$ cat config.mk
export PLATFORM = sky130hd
export DESIGN_NAME = tpg_top
export DESIGN_NICKNAME = d
export VERILOG_FILES = /design/src/tpg_pkg.sv /design/src/tpg_top.sv
export SDC_FILE = /design/constraint.sdc
export NUM_CORES = 1
export LEC_CHECK = 0
export CORE_ASPECT_RATIO = 1.25
export CORE_UTILIZATION = 29
export DETAILED_ROUTE_END_ITERATION = 8
export DONT_BUFFER_PORTS = 1
export PLACE_DENSITY_LB_ADDON = 0.2
export SETUP_SLACK_MARGIN = 0.02
export SYNTH_ARGS = -nofsm -noshare
export SYNTH_HDL_FRONTEND = slang
export SYNTH_HIERARCHICAL = 1
export SYNTH_SLANG_ARGS = --single-unit
$ cat constraint.sdc
create_clock -name REF_CLK -period 3 [get_ports REF_CLK]
set_clock_uncertainty 0.05 [all_clocks]
set_input_delay 0.6 -clock REF_CLK [delete_from_list [all_inputs] [get_ports REF_CLK]]
set_output_delay 0.6 -clock REF_CLK [all_outputs]
set_load 0.01 [all_outputs]
$ cat src/tpg_pkg.sv
/*
 tpg_pkg: offsets, reset values, field positions and modes of the
 pattern generator / detector of one channel.
 assumes: 8-bit register port, bit-serial data paths.
*/
package tpg_pkg;
   localparam int ADDR_W = 8;
   localparam logic [7:0] OFF_GEN = 8'h10;
   localparam logic [7:0] OFF_DET = 8'h11;
   localparam logic [7:0] OFF_USR_LO = 8'h12;
   localparam logic [7:0] OFF_USR_MID = 8'h13;
   localparam logic [7:0] OFF_USR_HI = 8'h14;
   localparam logic [7:0] OFF_STATUS = 8'h1f;
   localparam logic [7:0] RST_GEN = 8'h00;
   localparam logic [7:0] RST_DET = 8'h03;
   localparam logic [7:0] RST_USER = 8'h55;
   localparam logic [7:0] GEN_MASK = 8'h7f;
   localparam logic [7:0] DET_MASK = 8'h0f;
   localparam int GEN_CK_BIT = 6;
   localparam int GEN_EN_LSB = 4;
   localparam int GEN_DIR_BIT = 3;
   localparam int GEN_INV_BIT = 2;
   localparam int GEN_POLY_LSB = 0;
   localparam int DET_DIR_BIT = 3;
   localparam int DET_INV_BIT = 2;
   localparam int DET_SEL_LSB = 0;
   localparam logic [1:0] EN_OFF = 2'h0;
   localparam logic [1:0] EN_PRBS = 2'h1;
   localparam logic [1:0] EN_USER = 2'h2;
   localparam logic [1:0] EN_IB = 2'h3;
   localparam logic [1:0] DSEL_USER = 2'h3;
   localparam logic [2:0] CNT_SRC_PATTERN = 3'h7;
   localparam logic [4:0] USER_MSB = 5'h17;
   localparam logic [2:0] IB_MIN_MSB = 3'h4;
   localparam logic [4:0] LOCK_MATCHES = 5'h18;
   localparam int FIFO_W = 1;
   localparam int FIFO_DEPTH = 16;
   typedef enum logic {TPG_HUNT, TPG_LOCK} tpg_det_state_t;
   // sel 00: 2^20-1, 01: 2^15-1, 1x: 2^11-1; history newest bit in [0]
   function automatic logic prbs_fb(input logic [1:0] sel, input logic [23:0] h);
      logic r;
      r = 1'b0;
      case (sel)
         2'h0: r = h[19] ^ h[16];
         2'h1: r = h[14] ^ h[13];
         default: r = h[10] ^ h[8];
      endcase
      return r;
   endfunction
endpackage

$ cat src/tpg_top.sv
/*
 tpg_top: pattern generator and detector of one line channel, with a
 16-word fifo in front of the detector, and tpg_fifo.
 assumes: all bit-rate clocks arrive as one-cycle enables on REF_CLK;
 the error-insert bit and inband code live in neighbouring logic.
*/
// What this block does
// - two-bit enable picks off, prbs, user, inband
// - direction bit picks transmit or receive insertion
// - receive generation clocked by crystal or recovered
// - transmit crystal, clock input, or recovered in rz
// - generator invert flips prbs and user bits
// - polynomial field picks 2^20, 2^15, 2^11
// - detector watches receive or transmit path
// - detector invert flips data before compare
// - detector field picks three prbs or user
// - 24-bit user pattern, bit 23 first
// - inband code repeats msb first until stopped
// - rising insert control corrupts one prbs or user bit
// - source 111 counts detector mismatches
`timescale 1ns/1ns
`default_nettype none
module tpg_fifo #(
   parameter int W = 1,
   parameter int DEPTH = 16
) (
   // clock and reset
   input wire logic clk,
   input wire logic rst,
   // fill side
   input wire logic in_valid,
   output logic in_ready,
   input wire logic [W-1:0] in_data,
   // drain side
   output logic out_valid,
   input wire logic out_ready,
   output logic [W-1:0] out_data
);
   localparam int AW = $clog2(DEPTH);
   logic [W-1:0] mem [DEPTH];
   logic [AW-1:0] wp_q, wp_d, rp_q, rp_d;
   logic [AW:0] cnt_q, cnt_d;
   logic full_q, full_d, empty_q, empty_d;
   logic push, pop;
   always_comb begin
      push = in_valid && !full_q;
      pop = out_ready && !empty_q;
      wp_d = push ? wp_q + 1'b1 : wp_q;
      rp_d = pop ? rp_q + 1'b1 : rp_q;
      cnt_d = cnt_q + {{AW{1'b0}}, push} - {{AW{1'b0}}, pop};
      full_d = (cnt_d == (AW + 1)'(DEPTH));
      empty_d = (cnt_d == '0);
   end
   always_ff @(posedge clk) begin
      if (rst) begin
         wp_q <= '0;
         rp_q <= '0;
         cnt_q <= '0;
         full_q <= 1'b0;
         empty_q <= 1'b1;
      end else begin
         wp_q <= wp_d;
         rp_q <= rp_d;
         cnt_q <= cnt_d;
         full_q <= full_d;
         empty_q <= empty_d;
      end
   end
   // storage needs no reset; empty guards stale words
   always_ff @(posedge clk) begin
      if (push) begin
         mem[wp_q] <= in_data;
      end
   end
   assign in_ready = !full_q;
   assign out_valid = !empty_q;
   assign out_data = mem[rp_q];
endmodule

module tpg_top (
   // clock and reset
   input wire logic REF_CLK,
   input wire logic SYS_RST,
   // register port
   input wire logic [7:0] REG_ADDR,
   input wire logic [7:0] REG_WDATA,
   input wire logic REG_WR,
   input wire logic REG_RD,
   output logic [7:0] REG_RDATA,
   // bit-rate enables
   input wire logic REFERENCE_CRYSTAL_CLOCK_EN,
   input wire logic RX_REC_CLK_EN,
   input wire logic TX_CLK_EN,
   input wire logic TX_RZ_REC_CLK_EN,
   input wire logic TX_DUAL_RZ,
   // transmit path
   input wire logic TX_DATA_IN,
   input wire logic TX_DATA_EN,
   output logic TX_DATA_OUT,
   // receive path
   input wire logic RX_DATA_IN,
   input wire logic RX_DATA_EN,
   output logic RX_DATA_OUT,
   // inband code and error controls
   input wire logic [7:0] INBAND_CODE,
   input wire logic [1:0] INBAND_LEN,
   input wire logic ERROR_INSERT,
   output logic ERROR_INSERT_DONE,
   input wire logic [2:0] ERR_CNT_SRC,
   output logic ERR_EVENT,
   input wire logic ERR_READY,
   output logic MON_READY
);
   logic [7:0] gen_q, gen_d, det_q, det_d;
   logic [23:0] usr_q, usr_d;
   logic [7:0] rdata_q, rdata_d;
   logic [23:0] lfsr_q, lfsr_d, hist_q, hist_d;
   logic [4:0] uidx_q, uidx_d, didx_q, didx_d, mcnt_q, mcnt_d;
   logic [2:0] ibidx_q, ibidx_d;
   logic ins_prev_q, ins_prev_d, ins_pend_q, ins_pend_d;
   logic done_q, done_d, tx_q, tx_d, rx_q, rx_d, err_q, err_d;
   logic mon_rdy_q, mon_rdy_d;
   tpg_pkg::tpg_det_state_t st_q, st_d;
   logic [1:0] gen_en, poly, dsel;
   logic gen_rx, tick, gbit, pbit, fb, mon_bit, mon_en, mon_full;
   logic f_valid, f_ready, f_data, b, exp_bit, mism;
   logic [2:0] ib_msb;
   logic [23:0] win;

   // monitored data buffered; detector stalls while an event waits
   tpg_fifo #(.W(tpg_pkg::FIFO_W), .DEPTH(tpg_pkg::FIFO_DEPTH)) u_fifo (
      .clk(REF_CLK),
      .rst(SYS_RST),
      .in_valid(mon_en),
      .in_ready(mon_full),
      .in_data(mon_bit),
      .out_valid(f_valid),
      .out_ready(f_ready),
      .out_data(f_data)
   );

   always_comb begin
      gen_d = gen_q;
      det_d = det_q;
      usr_d = usr_q;
      rdata_d = 8'h00;
      gen_en = gen_q[tpg_pkg::GEN_EN_LSB +: 2];
      poly = gen_q[tpg_pkg::GEN_POLY_LSB +: 2];
      dsel = det_q[tpg_pkg::DET_SEL_LSB +: 2];
      gen_rx = gen_q[tpg_pkg::GEN_DIR_BIT];
      // register writes; each copy only steers this channel
      if (REG_WR) begin
         case (REG_ADDR)
            tpg_pkg::OFF_GEN: gen_d = REG_WDATA & tpg_pkg::GEN_MASK;
            tpg_pkg::OFF_DET: det_d = REG_WDATA & tpg_pkg::DET_MASK;
            tpg_pkg::OFF_USR_LO: usr_d[7:0] = REG_WDATA;
            tpg_pkg::OFF_USR_MID: usr_d[15:8] = REG_WDATA;
            tpg_pkg::OFF_USR_HI: usr_d[23:16] = REG_WDATA;
            default: ;
         endcase
      end
      if (REG_RD) begin
         case (REG_ADDR)
            tpg_pkg::OFF_GEN: rdata_d = gen_q;
            tpg_pkg::OFF_DET: rdata_d = det_q;
            tpg_pkg::OFF_USR_LO: rdata_d = usr_q[7:0];
            tpg_pkg::OFF_USR_MID: rdata_d = usr_q[15:8];
            tpg_pkg::OFF_USR_HI: rdata_d = usr_q[23:16];
            tpg_pkg::OFF_STATUS: rdata_d = {4'h0, !mon_rdy_q, err_q, gen_en != tpg_pkg::EN_OFF,
                                            st_q == tpg_pkg::TPG_LOCK};
            default: rdata_d = 8'h00;
         endcase
      end
      // generator bit clock
      if (!gen_q[tpg_pkg::GEN_CK_BIT]) begin
         tick = REFERENCE_CRYSTAL_CLOCK_EN;
      end else if (gen_rx) begin
         tick = RX_REC_CLK_EN;
      end else begin
         tick = TX_DUAL_RZ ? TX_RZ_REC_CLK_EN : TX_CLK_EN;
      end
      lfsr_d = lfsr_q;
      uidx_d = uidx_q;
      ibidx_d = ibidx_q;
      ib_msb = tpg_pkg::IB_MIN_MSB + {1'b0, INBAND_LEN};
      fb = tpg_pkg::prbs_fb(poly, lfsr_q);
      pbit = fb;
      gbit = 1'b0;
      ins_prev_d = ERROR_INSERT;
      ins_pend_d = ins_pend_q || (ERROR_INSERT && !ins_prev_q);
      done_d = 1'b0;
      if (tick) begin
         case (gen_en)
            tpg_pkg::EN_PRBS: begin
               // all-zero state would lock the register up
               lfsr_d = (lfsr_q[19:0] == 20'h00000) ? 24'h000001 : {lfsr_q[22:0], fb};
               gbit = pbit;
            end
            tpg_pkg::EN_USER: begin
               gbit = usr_q[uidx_q];
               uidx_d = (uidx_q == 5'h00) ? tpg_pkg::USER_MSB : uidx_q - 5'h01;
            end
            tpg_pkg::EN_IB: begin
               gbit = INBAND_CODE[ibidx_q];
               ibidx_d = (ibidx_q == 3'h0 || ibidx_q > ib_msb) ? ib_msb : ibidx_q - 3'h1;
            end
            default: ;
         endcase
         if (gen_en == tpg_pkg::EN_PRBS || gen_en == tpg_pkg::EN_USER) begin
            gbit = gbit ^ gen_q[tpg_pkg::GEN_INV_BIT];
            if (ins_pend_q) begin
               gbit = !gbit;
               ins_pend_d = ERROR_INSERT && !ins_prev_q;
               done_d = 1'b1;
            end
         end
      end
      // user or inband mode left and re-entered starts again at its first bit
      uidx_d = (gen_en == tpg_pkg::EN_USER) ? uidx_d : tpg_pkg::USER_MSB;
      ibidx_d = (gen_en == tpg_pkg::EN_IB) ? ibidx_d : ib_msb;
      // insertion point; ungenerated path passes through
      tx_d = TX_DATA_EN ? TX_DATA_IN : tx_q;
      rx_d = RX_DATA_EN ? RX_DATA_IN : rx_q;
      if (gen_en != tpg_pkg::EN_OFF && tick) begin
         if (gen_rx) begin
            rx_d = gbit;
         end else begin
            tx_d = gbit;
         end
      end
      // detector input selection
      if (det_q[tpg_pkg::DET_DIR_BIT]) begin
         mon_bit = TX_DATA_IN;
         mon_en = TX_DATA_EN;
      end else begin
         mon_bit = RX_DATA_IN;
         mon_en = RX_DATA_EN;
      end
      mon_rdy_d = mon_full;
      f_ready = !err_q || ERR_READY;
      b = f_data ^ det_q[tpg_pkg::DET_INV_BIT];
      win = {hist_q[22:0], b};
      hist_d = hist_q;
      st_d = st_q;
      didx_d = didx_q;
      mcnt_d = mcnt_q;
      exp_bit = (dsel == tpg_pkg::DSEL_USER) ? usr_q[didx_q] : tpg_pkg::prbs_fb(dsel, hist_q);
      mism = 1'b0;
      err_d = err_q && !ERR_READY;
      if (f_valid && f_ready) begin
         hist_d = win;
         case (st_q)
            tpg_pkg::TPG_HUNT: begin
               if (dsel == tpg_pkg::DSEL_USER) begin
                  if (win == usr_q) begin
                     st_d = tpg_pkg::TPG_LOCK;
                     didx_d = tpg_pkg::USER_MSB;
                  end
               end else if (b == exp_bit) begin
                  mcnt_d = mcnt_q + 5'h01;
                  if (mcnt_q == tpg_pkg::LOCK_MATCHES - 5'h01) begin
                     st_d = tpg_pkg::TPG_LOCK;
                  end
               end else begin
                  mcnt_d = 5'h00;
               end
            end
            tpg_pkg::TPG_LOCK: begin
               mism = (b != exp_bit);
               didx_d = (didx_q == 5'h00) ? tpg_pkg::USER_MSB : didx_q - 5'h01;
            end
            default: st_d = tpg_pkg::TPG_HUNT;
         endcase
      end
      // new mismatch wins over the acknowledge
      if (mism && ERR_CNT_SRC == tpg_pkg::CNT_SRC_PATTERN) begin
         err_d = 1'b1;
      end
      // a detector setting change restarts the hunt
      if (REG_WR && REG_ADDR == tpg_pkg::OFF_DET) begin
         st_d = tpg_pkg::TPG_HUNT;
         mcnt_d = 5'h00;
      end
   end

   always_ff @(posedge REF_CLK) begin
      if (SYS_RST) begin
         gen_q <= tpg_pkg::RST_GEN;
         det_q <= tpg_pkg::RST_DET;
         usr_q <= {3{tpg_pkg::RST_USER}};
         rdata_q <= 8'h00;
         lfsr_q <= 24'h000001;
         hist_q <= 24'h000000;
         uidx_q <= tpg_pkg::USER_MSB;
         didx_q <= tpg_pkg::USER_MSB;
         mcnt_q <= 5'h00;
         ibidx_q <= tpg_pkg::IB_MIN_MSB;
         ins_prev_q <= 1'b0;
         ins_pend_q <= 1'b0;
         done_q <= 1'b0;
         tx_q <= 1'b0;
         rx_q <= 1'b0;
         err_q <= 1'b0;
         mon_rdy_q <= 1'b0;
         st_q <= tpg_pkg::TPG_HUNT;
      end else begin
         gen_q <= gen_d;
         det_q <= det_d;
         usr_q <= usr_d;
         rdata_q <= rdata_d;
         lfsr_q <= lfsr_d;
         hist_q <= hist_d;
         uidx_q <= uidx_d;
         didx_q <= didx_d;
         mcnt_q <= mcnt_d;
         ibidx_q <= ibidx_d;
         ins_prev_q <= ins_prev_d;
         ins_pend_q <= ins_pend_d;
         done_q <= done_d;
         tx_q <= tx_d;
         rx_q <= rx_d;
         err_q <= err_d;
         mon_rdy_q <= mon_rdy_d;
         st_q <= st_d;
      end
   end

   assign REG_RDATA = rdata_q;
   assign TX_DATA_OUT = tx_q;
   assign RX_DATA_OUT = rx_q;
   assign ERROR_INSERT_DONE = done_q;
   assign ERR_EVENT = err_q;
   assign MON_READY = mon_rdy_q;
endmodule
`default_nettype wire

==> metrics.log <==
INFO  metric run_status = complete, no violations
INFO  metric power_leakage = 3.13 nW
INFO  metric design_power_total = 5.00 mW
INFO  metric grt_usage = 0.168
INFO  metric worst_slew_pin_slew = 827 ps
INFO  metric clkSlewWorstSetupHoldPaths = 60 ps
INFO  metric num_rows = 64
INFO  metric synth_warn = 6
INFO  metric vias_per_instance = 4.88
INFO  metric cts_htree_levels = 4
INFO  metric syn_avg_cell_area = 9.17 µm²
INFO  metric first_global_vias = 5550
INFO  metric hold_path_end = u_fifo/cnt_q[3]
INFO  metric grt_first_pass_wirelength = 32100 µm
INFO  metric cts_num_sinks = 147
INFO  metric layout.area.seq = 3100 µm²
INFO  metric ant_nets = 0
INFO  metric top_level_ports = 57
INFO  metric placedCellCount = 1102
INFO  metric post-route-drc-count = 0
INFO  metric synth-edff-count = 16
INFO  metric path_buf_inv = 0
INFO  metric start_util = 0.296
INFO  metric dp_hpwl = 14700 µm
INFO  metric layout.filler_cells = 2554
INFO  metric min_period_over_period = 0.907
INFO  metric cts_buffer_depth = 2
INFO  metric ir_worst_vdd = 0.375 mV
INFO  metric hold_path_startpoint = SYS_RST
INFO  metric cts_hold_buffers = 0
INFO  metric cp.arrival = 3010 ps
INFO  metric postSynthRegisterBits = 147
INFO  metric num_vias = 5541
INFO  metric min_path_cells = 1
INFO  metric syn_to_final_growth = 13.2%
INFO  metric tritoncts = built
INFO  metric postLayoutCoreUtil = 0.335
INFO  metric r2r_end = didx_q[0]
INFO  metric r2r_setup_slack = 280 ps
INFO  metric num-nets-final = 856
INFO  metric post_synth_main_area_contributors = sky130_fd_sc_hd__dfxtp_1, sky130_fd_sc_hd__mux2i_1, sky130_fd_sc_hd__edfxtp_1
INFO  metric multi_input_area = 3830 µm²
INFO  metric worstSetupStartpointType = flop
INFO  metric drt_pre_antenna_iters = 5
INFO  metric finalSetupViolCount = 0
INFO  metric yosysUniqueCellTypes = 68
INFO  metric synthDominantAreaCellType = sky130_fd_sc_hd__dfxtp_1
INFO  metric chipHeight = 179 µm
INFO  metric worstSkewPairLatency = 430 ps
INFO  metric io_buffers = 0
INFO  metric grt_setup_unrepaired = no
INFO  metric timing.max_slew.rel_slack = 0.448
INFO  metric worstPathRequired = 3290 ps
INFO  metric path_cells = mux4_1 -> mux4_2 -> xor2_4 -> xnor2_1 -> nand3_1 -> nor2_1 -> o21a_1 -> nand2_1 -> o211ai_1
INFO  metric cp_slowest_stage_delay = 580 ps
INFO  metric path_class = reg2reg
INFO  metric dr.first_iter.drc_count = 373
INFO  metric initial_antenna_violation_count = 1
INFO  metric post_synth_instance_area = 7270 µm²
INFO  metric power.density = 608 nW/µm²
INFO  metric gr-total-overflow = 0
INFO  metric maxSlewViolCount = 0
INFO  metric worst_path_max_delay_cell = sky130_fd_sc_hd__mux4_1
INFO  metric final_setup_slack_of_the_worst_path = 279 ps
INFO  metric timing.critical_path.fanout_max = 4
INFO  metric asyncSetResetFlopFracSynth = 0
INFO  metric post_synth_inst_count = 793
INFO  metric pin_count_of_the_biggest_net_entering_global_routing = 95
INFO  metric die_area = 25700 µm²
INFO  metric post_cts_repair_timing_setup_buffer_count = 0
INFO  metric synth_top_cell_area_share = 0.361
INFO  metric yosysSeqAreaShare = 0.427
INFO  metric routed_wire_length_per_instance = 17.7 µm
INFO  metric cp-end-kind = flop
INFO  metric core-area = 24600 µm²
INFO  metric tritoncts.num_buffers = 17
INFO  metric ys.flop_type = sky130_fd_sc_hd__dfxtp_1
INFO  metric globalplace.congestion = 0.851
INFO  metric pre_cts_slack = 249 ps
INFO  metric critical_path.top_delay_family = multiplexers
INFO  metric final.min_clock_period = 2720 ps
INFO  metric fmaxAchievable = 368 MHz
INFO  metric hold_viol = 0
INFO  metric synth_fp_nets = 858
INFO  metric post_cts_resized = 0
INFO  metric hold_class = in2reg
INFO  metric reg2regPathDepth = 9
INFO  metric finalSetupTns = 0 ps
INFO  metric wl = 20100 µm
INFO  metric cts.root.buffer_cell = sky130_fd_sc_hd__clkbuf_16
INFO  metric timing.max_cap.violations = 0
INFO  metric die_width = 144 µm
INFO  metric fraction_of_final_layout_cells_with_drive_strength_greater_than_1 = 0.0958
INFO  metric finalNonFillerCells = 1135
-- how the worst max path moves through the flow --
stage,start,to,slack [ps],depth (start not counted)
floorplan,TX_DATA_EN,u_fifo/empty_q,350,11
global placement,TX_DATA_EN,u_fifo/full_q,240,10
detailed placement,TX_DATA_EN,u_fifo/full_q,250,10
CTS,flop,didx_q[0],260,9
global route,flop,didx_q[0],50,9
finish,flop,didx_q[0],280,9
-- synthesized netlist by cell type (4+ instances only) --
| library cell | instances |
|---|---|
| sky130_fd_sc_hd__nand4_1 | 5 |
| sky130_fd_sc_hd__mux2_2 | 5 |
| sky130_fd_sc_hd__buf_2 | 5 |
| sky130_fd_sc_hd__o21ai_1 | 8 |
| sky130_fd_sc_hd__ha_1 | 20 |
| sky130_fd_sc_hd__nand2b_1 | 5 |
| sky130_fd_sc_hd__mux4_2 | 9 |
| sky130_fd_sc_hd__mux4_1 | 4 |
| sky130_fd_sc_hd__and3_1 | 4 |
| sky130_fd_sc_hd__a31oi_1 | 4 |
| sky130_fd_sc_hd__edfxtp_1 | 16 |
| sky130_fd_sc_hd__nand3_1 | 45 |
| sky130_fd_sc_hd__o21ai_0 | 8 |
| sky130_fd_sc_hd__nor2b_1 | 12 |
| sky130_fd_sc_hd__inv_1 | 29 |
| sky130_fd_sc_hd__nand2_1 | 124 |
| sky130_fd_sc_hd__a221oi_1 | 4 |
| sky130_fd_sc_hd__buf_1 | 7 |
| sky130_fd_sc_hd__clkbuf_1 | 23 |
| sky130_fd_sc_hd__mux2_1 | 6 |
| sky130_fd_sc_hd__dfxtp_1 | 131 |
| sky130_fd_sc_hd__nor4_1 | 12 |
| sky130_fd_sc_hd__xnor2_1 | 14 |
| sky130_fd_sc_hd__a21oi_1 | 59 |
| sky130_fd_sc_hd__a22oi_1 | 11 |
| sky130_fd_sc_hd__nor2_1 | 70 |
| sky130_fd_sc_hd__o211ai_1 | 5 |
| sky130_fd_sc_hd__nor3_1 | 12 |
| sky130_fd_sc_hd__mux2i_1 | 50 |
| sky130_fd_sc_hd__xor2_1 | 33 |
-- cell type report --
type | instances | share of cell area
Sequential cell | 147 | 0.377
Multi-Input combinational cell | 574 | 0.466
Clock buffer | 21 | 0.0599
Antenna cell | 1 | 0.000304
Timing Repair Buffer | 21 | 0.0192
Tap cell | 330 | 0.0502
Inverter | 30 | 0.0137
Clock inverter | 11 | 0.0138
-- routing by layer --
metal  vias up  part of all wire  GRT usage
met4         0             0.020     0.0559
met1      2642              0.43      0.198
met5         -                 0          0
met2       113              0.51      0.298
li1       2758                 -          -
met3        28             0.046     0.0358
-- kinds of logic after synthesis --
family / Yosys count / share of synthesized area
muxes: 74 / 0.128
adders and majority gates: 21 / 0.0372
buffers and inverters: 72 / 0.0461
DFF: 147 / 0.427
AOI/OAI and AO/OA: 119 / 0.101
xor gates and xnor gates: 49 / 0.0626
and+or+nand+nor: 311 / 0.198
-- worst reg2reg max path, stage by stage (launching register included) --
cell and delay [ps]:
sky130_fd_sc_hd__dfxtp_1 420, sky130_fd_sc_hd__mux4_1 590, sky130_fd_sc_hd__mux4_2 530, sky130_fd_sc_hd__xor2_4 240, sky130_fd_sc_hd__xnor2_1 150, sky130_fd_sc_hd__nand3_1 120, sky130_fd_sc_hd__nor2_1 180, sky130_fd_sc_hd__o21a_1 210
sky130_fd_sc_hd__nand2_1 70, sky130_fd_sc_hd__o211ai_1 90
-- where the power goes --
part	internal, mW	total [mW]	switching (mW)
combinational	0.287	0.677	0.390
sequential	2.08	2.15	0.0755
clock	1.28	2.18	0.895
-- state kept, by name, indices dropped and copies added, names as in the netlist, 5 cells and up, named ones only --
register,cells
mcnt_q,5
usr_q,24
u_fifo/mem,16
REG_RDATA,8
uidx_q,5
lfsr_q,20
gen_q,7
hist_q,23
u_fifo/cnt_q,5
didx_q,5
-- layout by cell type, fill, tap and decap left out, types with 6 or more instances in the layout --
cell,synthesis,final
sky130_fd_sc_hd__dfxtp_1,131,131
sky130_fd_sc_hd__nand2_1,124,124
sky130_fd_sc_hd__nor2_1,70,70
sky130_fd_sc_hd__a21oi_1,59,59
sky130_fd_sc_hd__mux2i_1,50,50
sky130_fd_sc_hd__nand3_1,45,45
sky130_fd_sc_hd__xor2_1,33,33
sky130_fd_sc_hd__inv_1,29,29
sky130_fd_sc_hd__buf_4,2,21
sky130_fd_sc_hd__ha_1,20,20
sky130_fd_sc_hd__clkbuf_16,0,19
sky130_fd_sc_hd__edfxtp_1,16,16
sky130_fd_sc_hd__xnor2_1,14,14
sky130_fd_sc_hd__nor3_1,12,12
sky130_fd_sc_hd__nor4_1,12,12
sky130_fd_sc_hd__nor2b_1,12,11
sky130_fd_sc_hd__a22oi_1,11,11
sky130_fd_sc_hd__mux4_2,9,9
sky130_fd_sc_hd__o21ai_1,8,8
sky130_fd_sc_hd__o21ai_0,8,8
sky130_fd_sc_hd__mux2_1,6,6
-- per-stage QoR --
stage	cell area, µm²	hold slack [ps]
2_1_floorplan	7270	395
3_3_place_gp	7620	406
3_5_place_dp	7620	410
4_1_cts	8230	180
5_1_grt	8230	187
6_report	8230	203
Note: power is estimated with default switching activity, not from simulation.
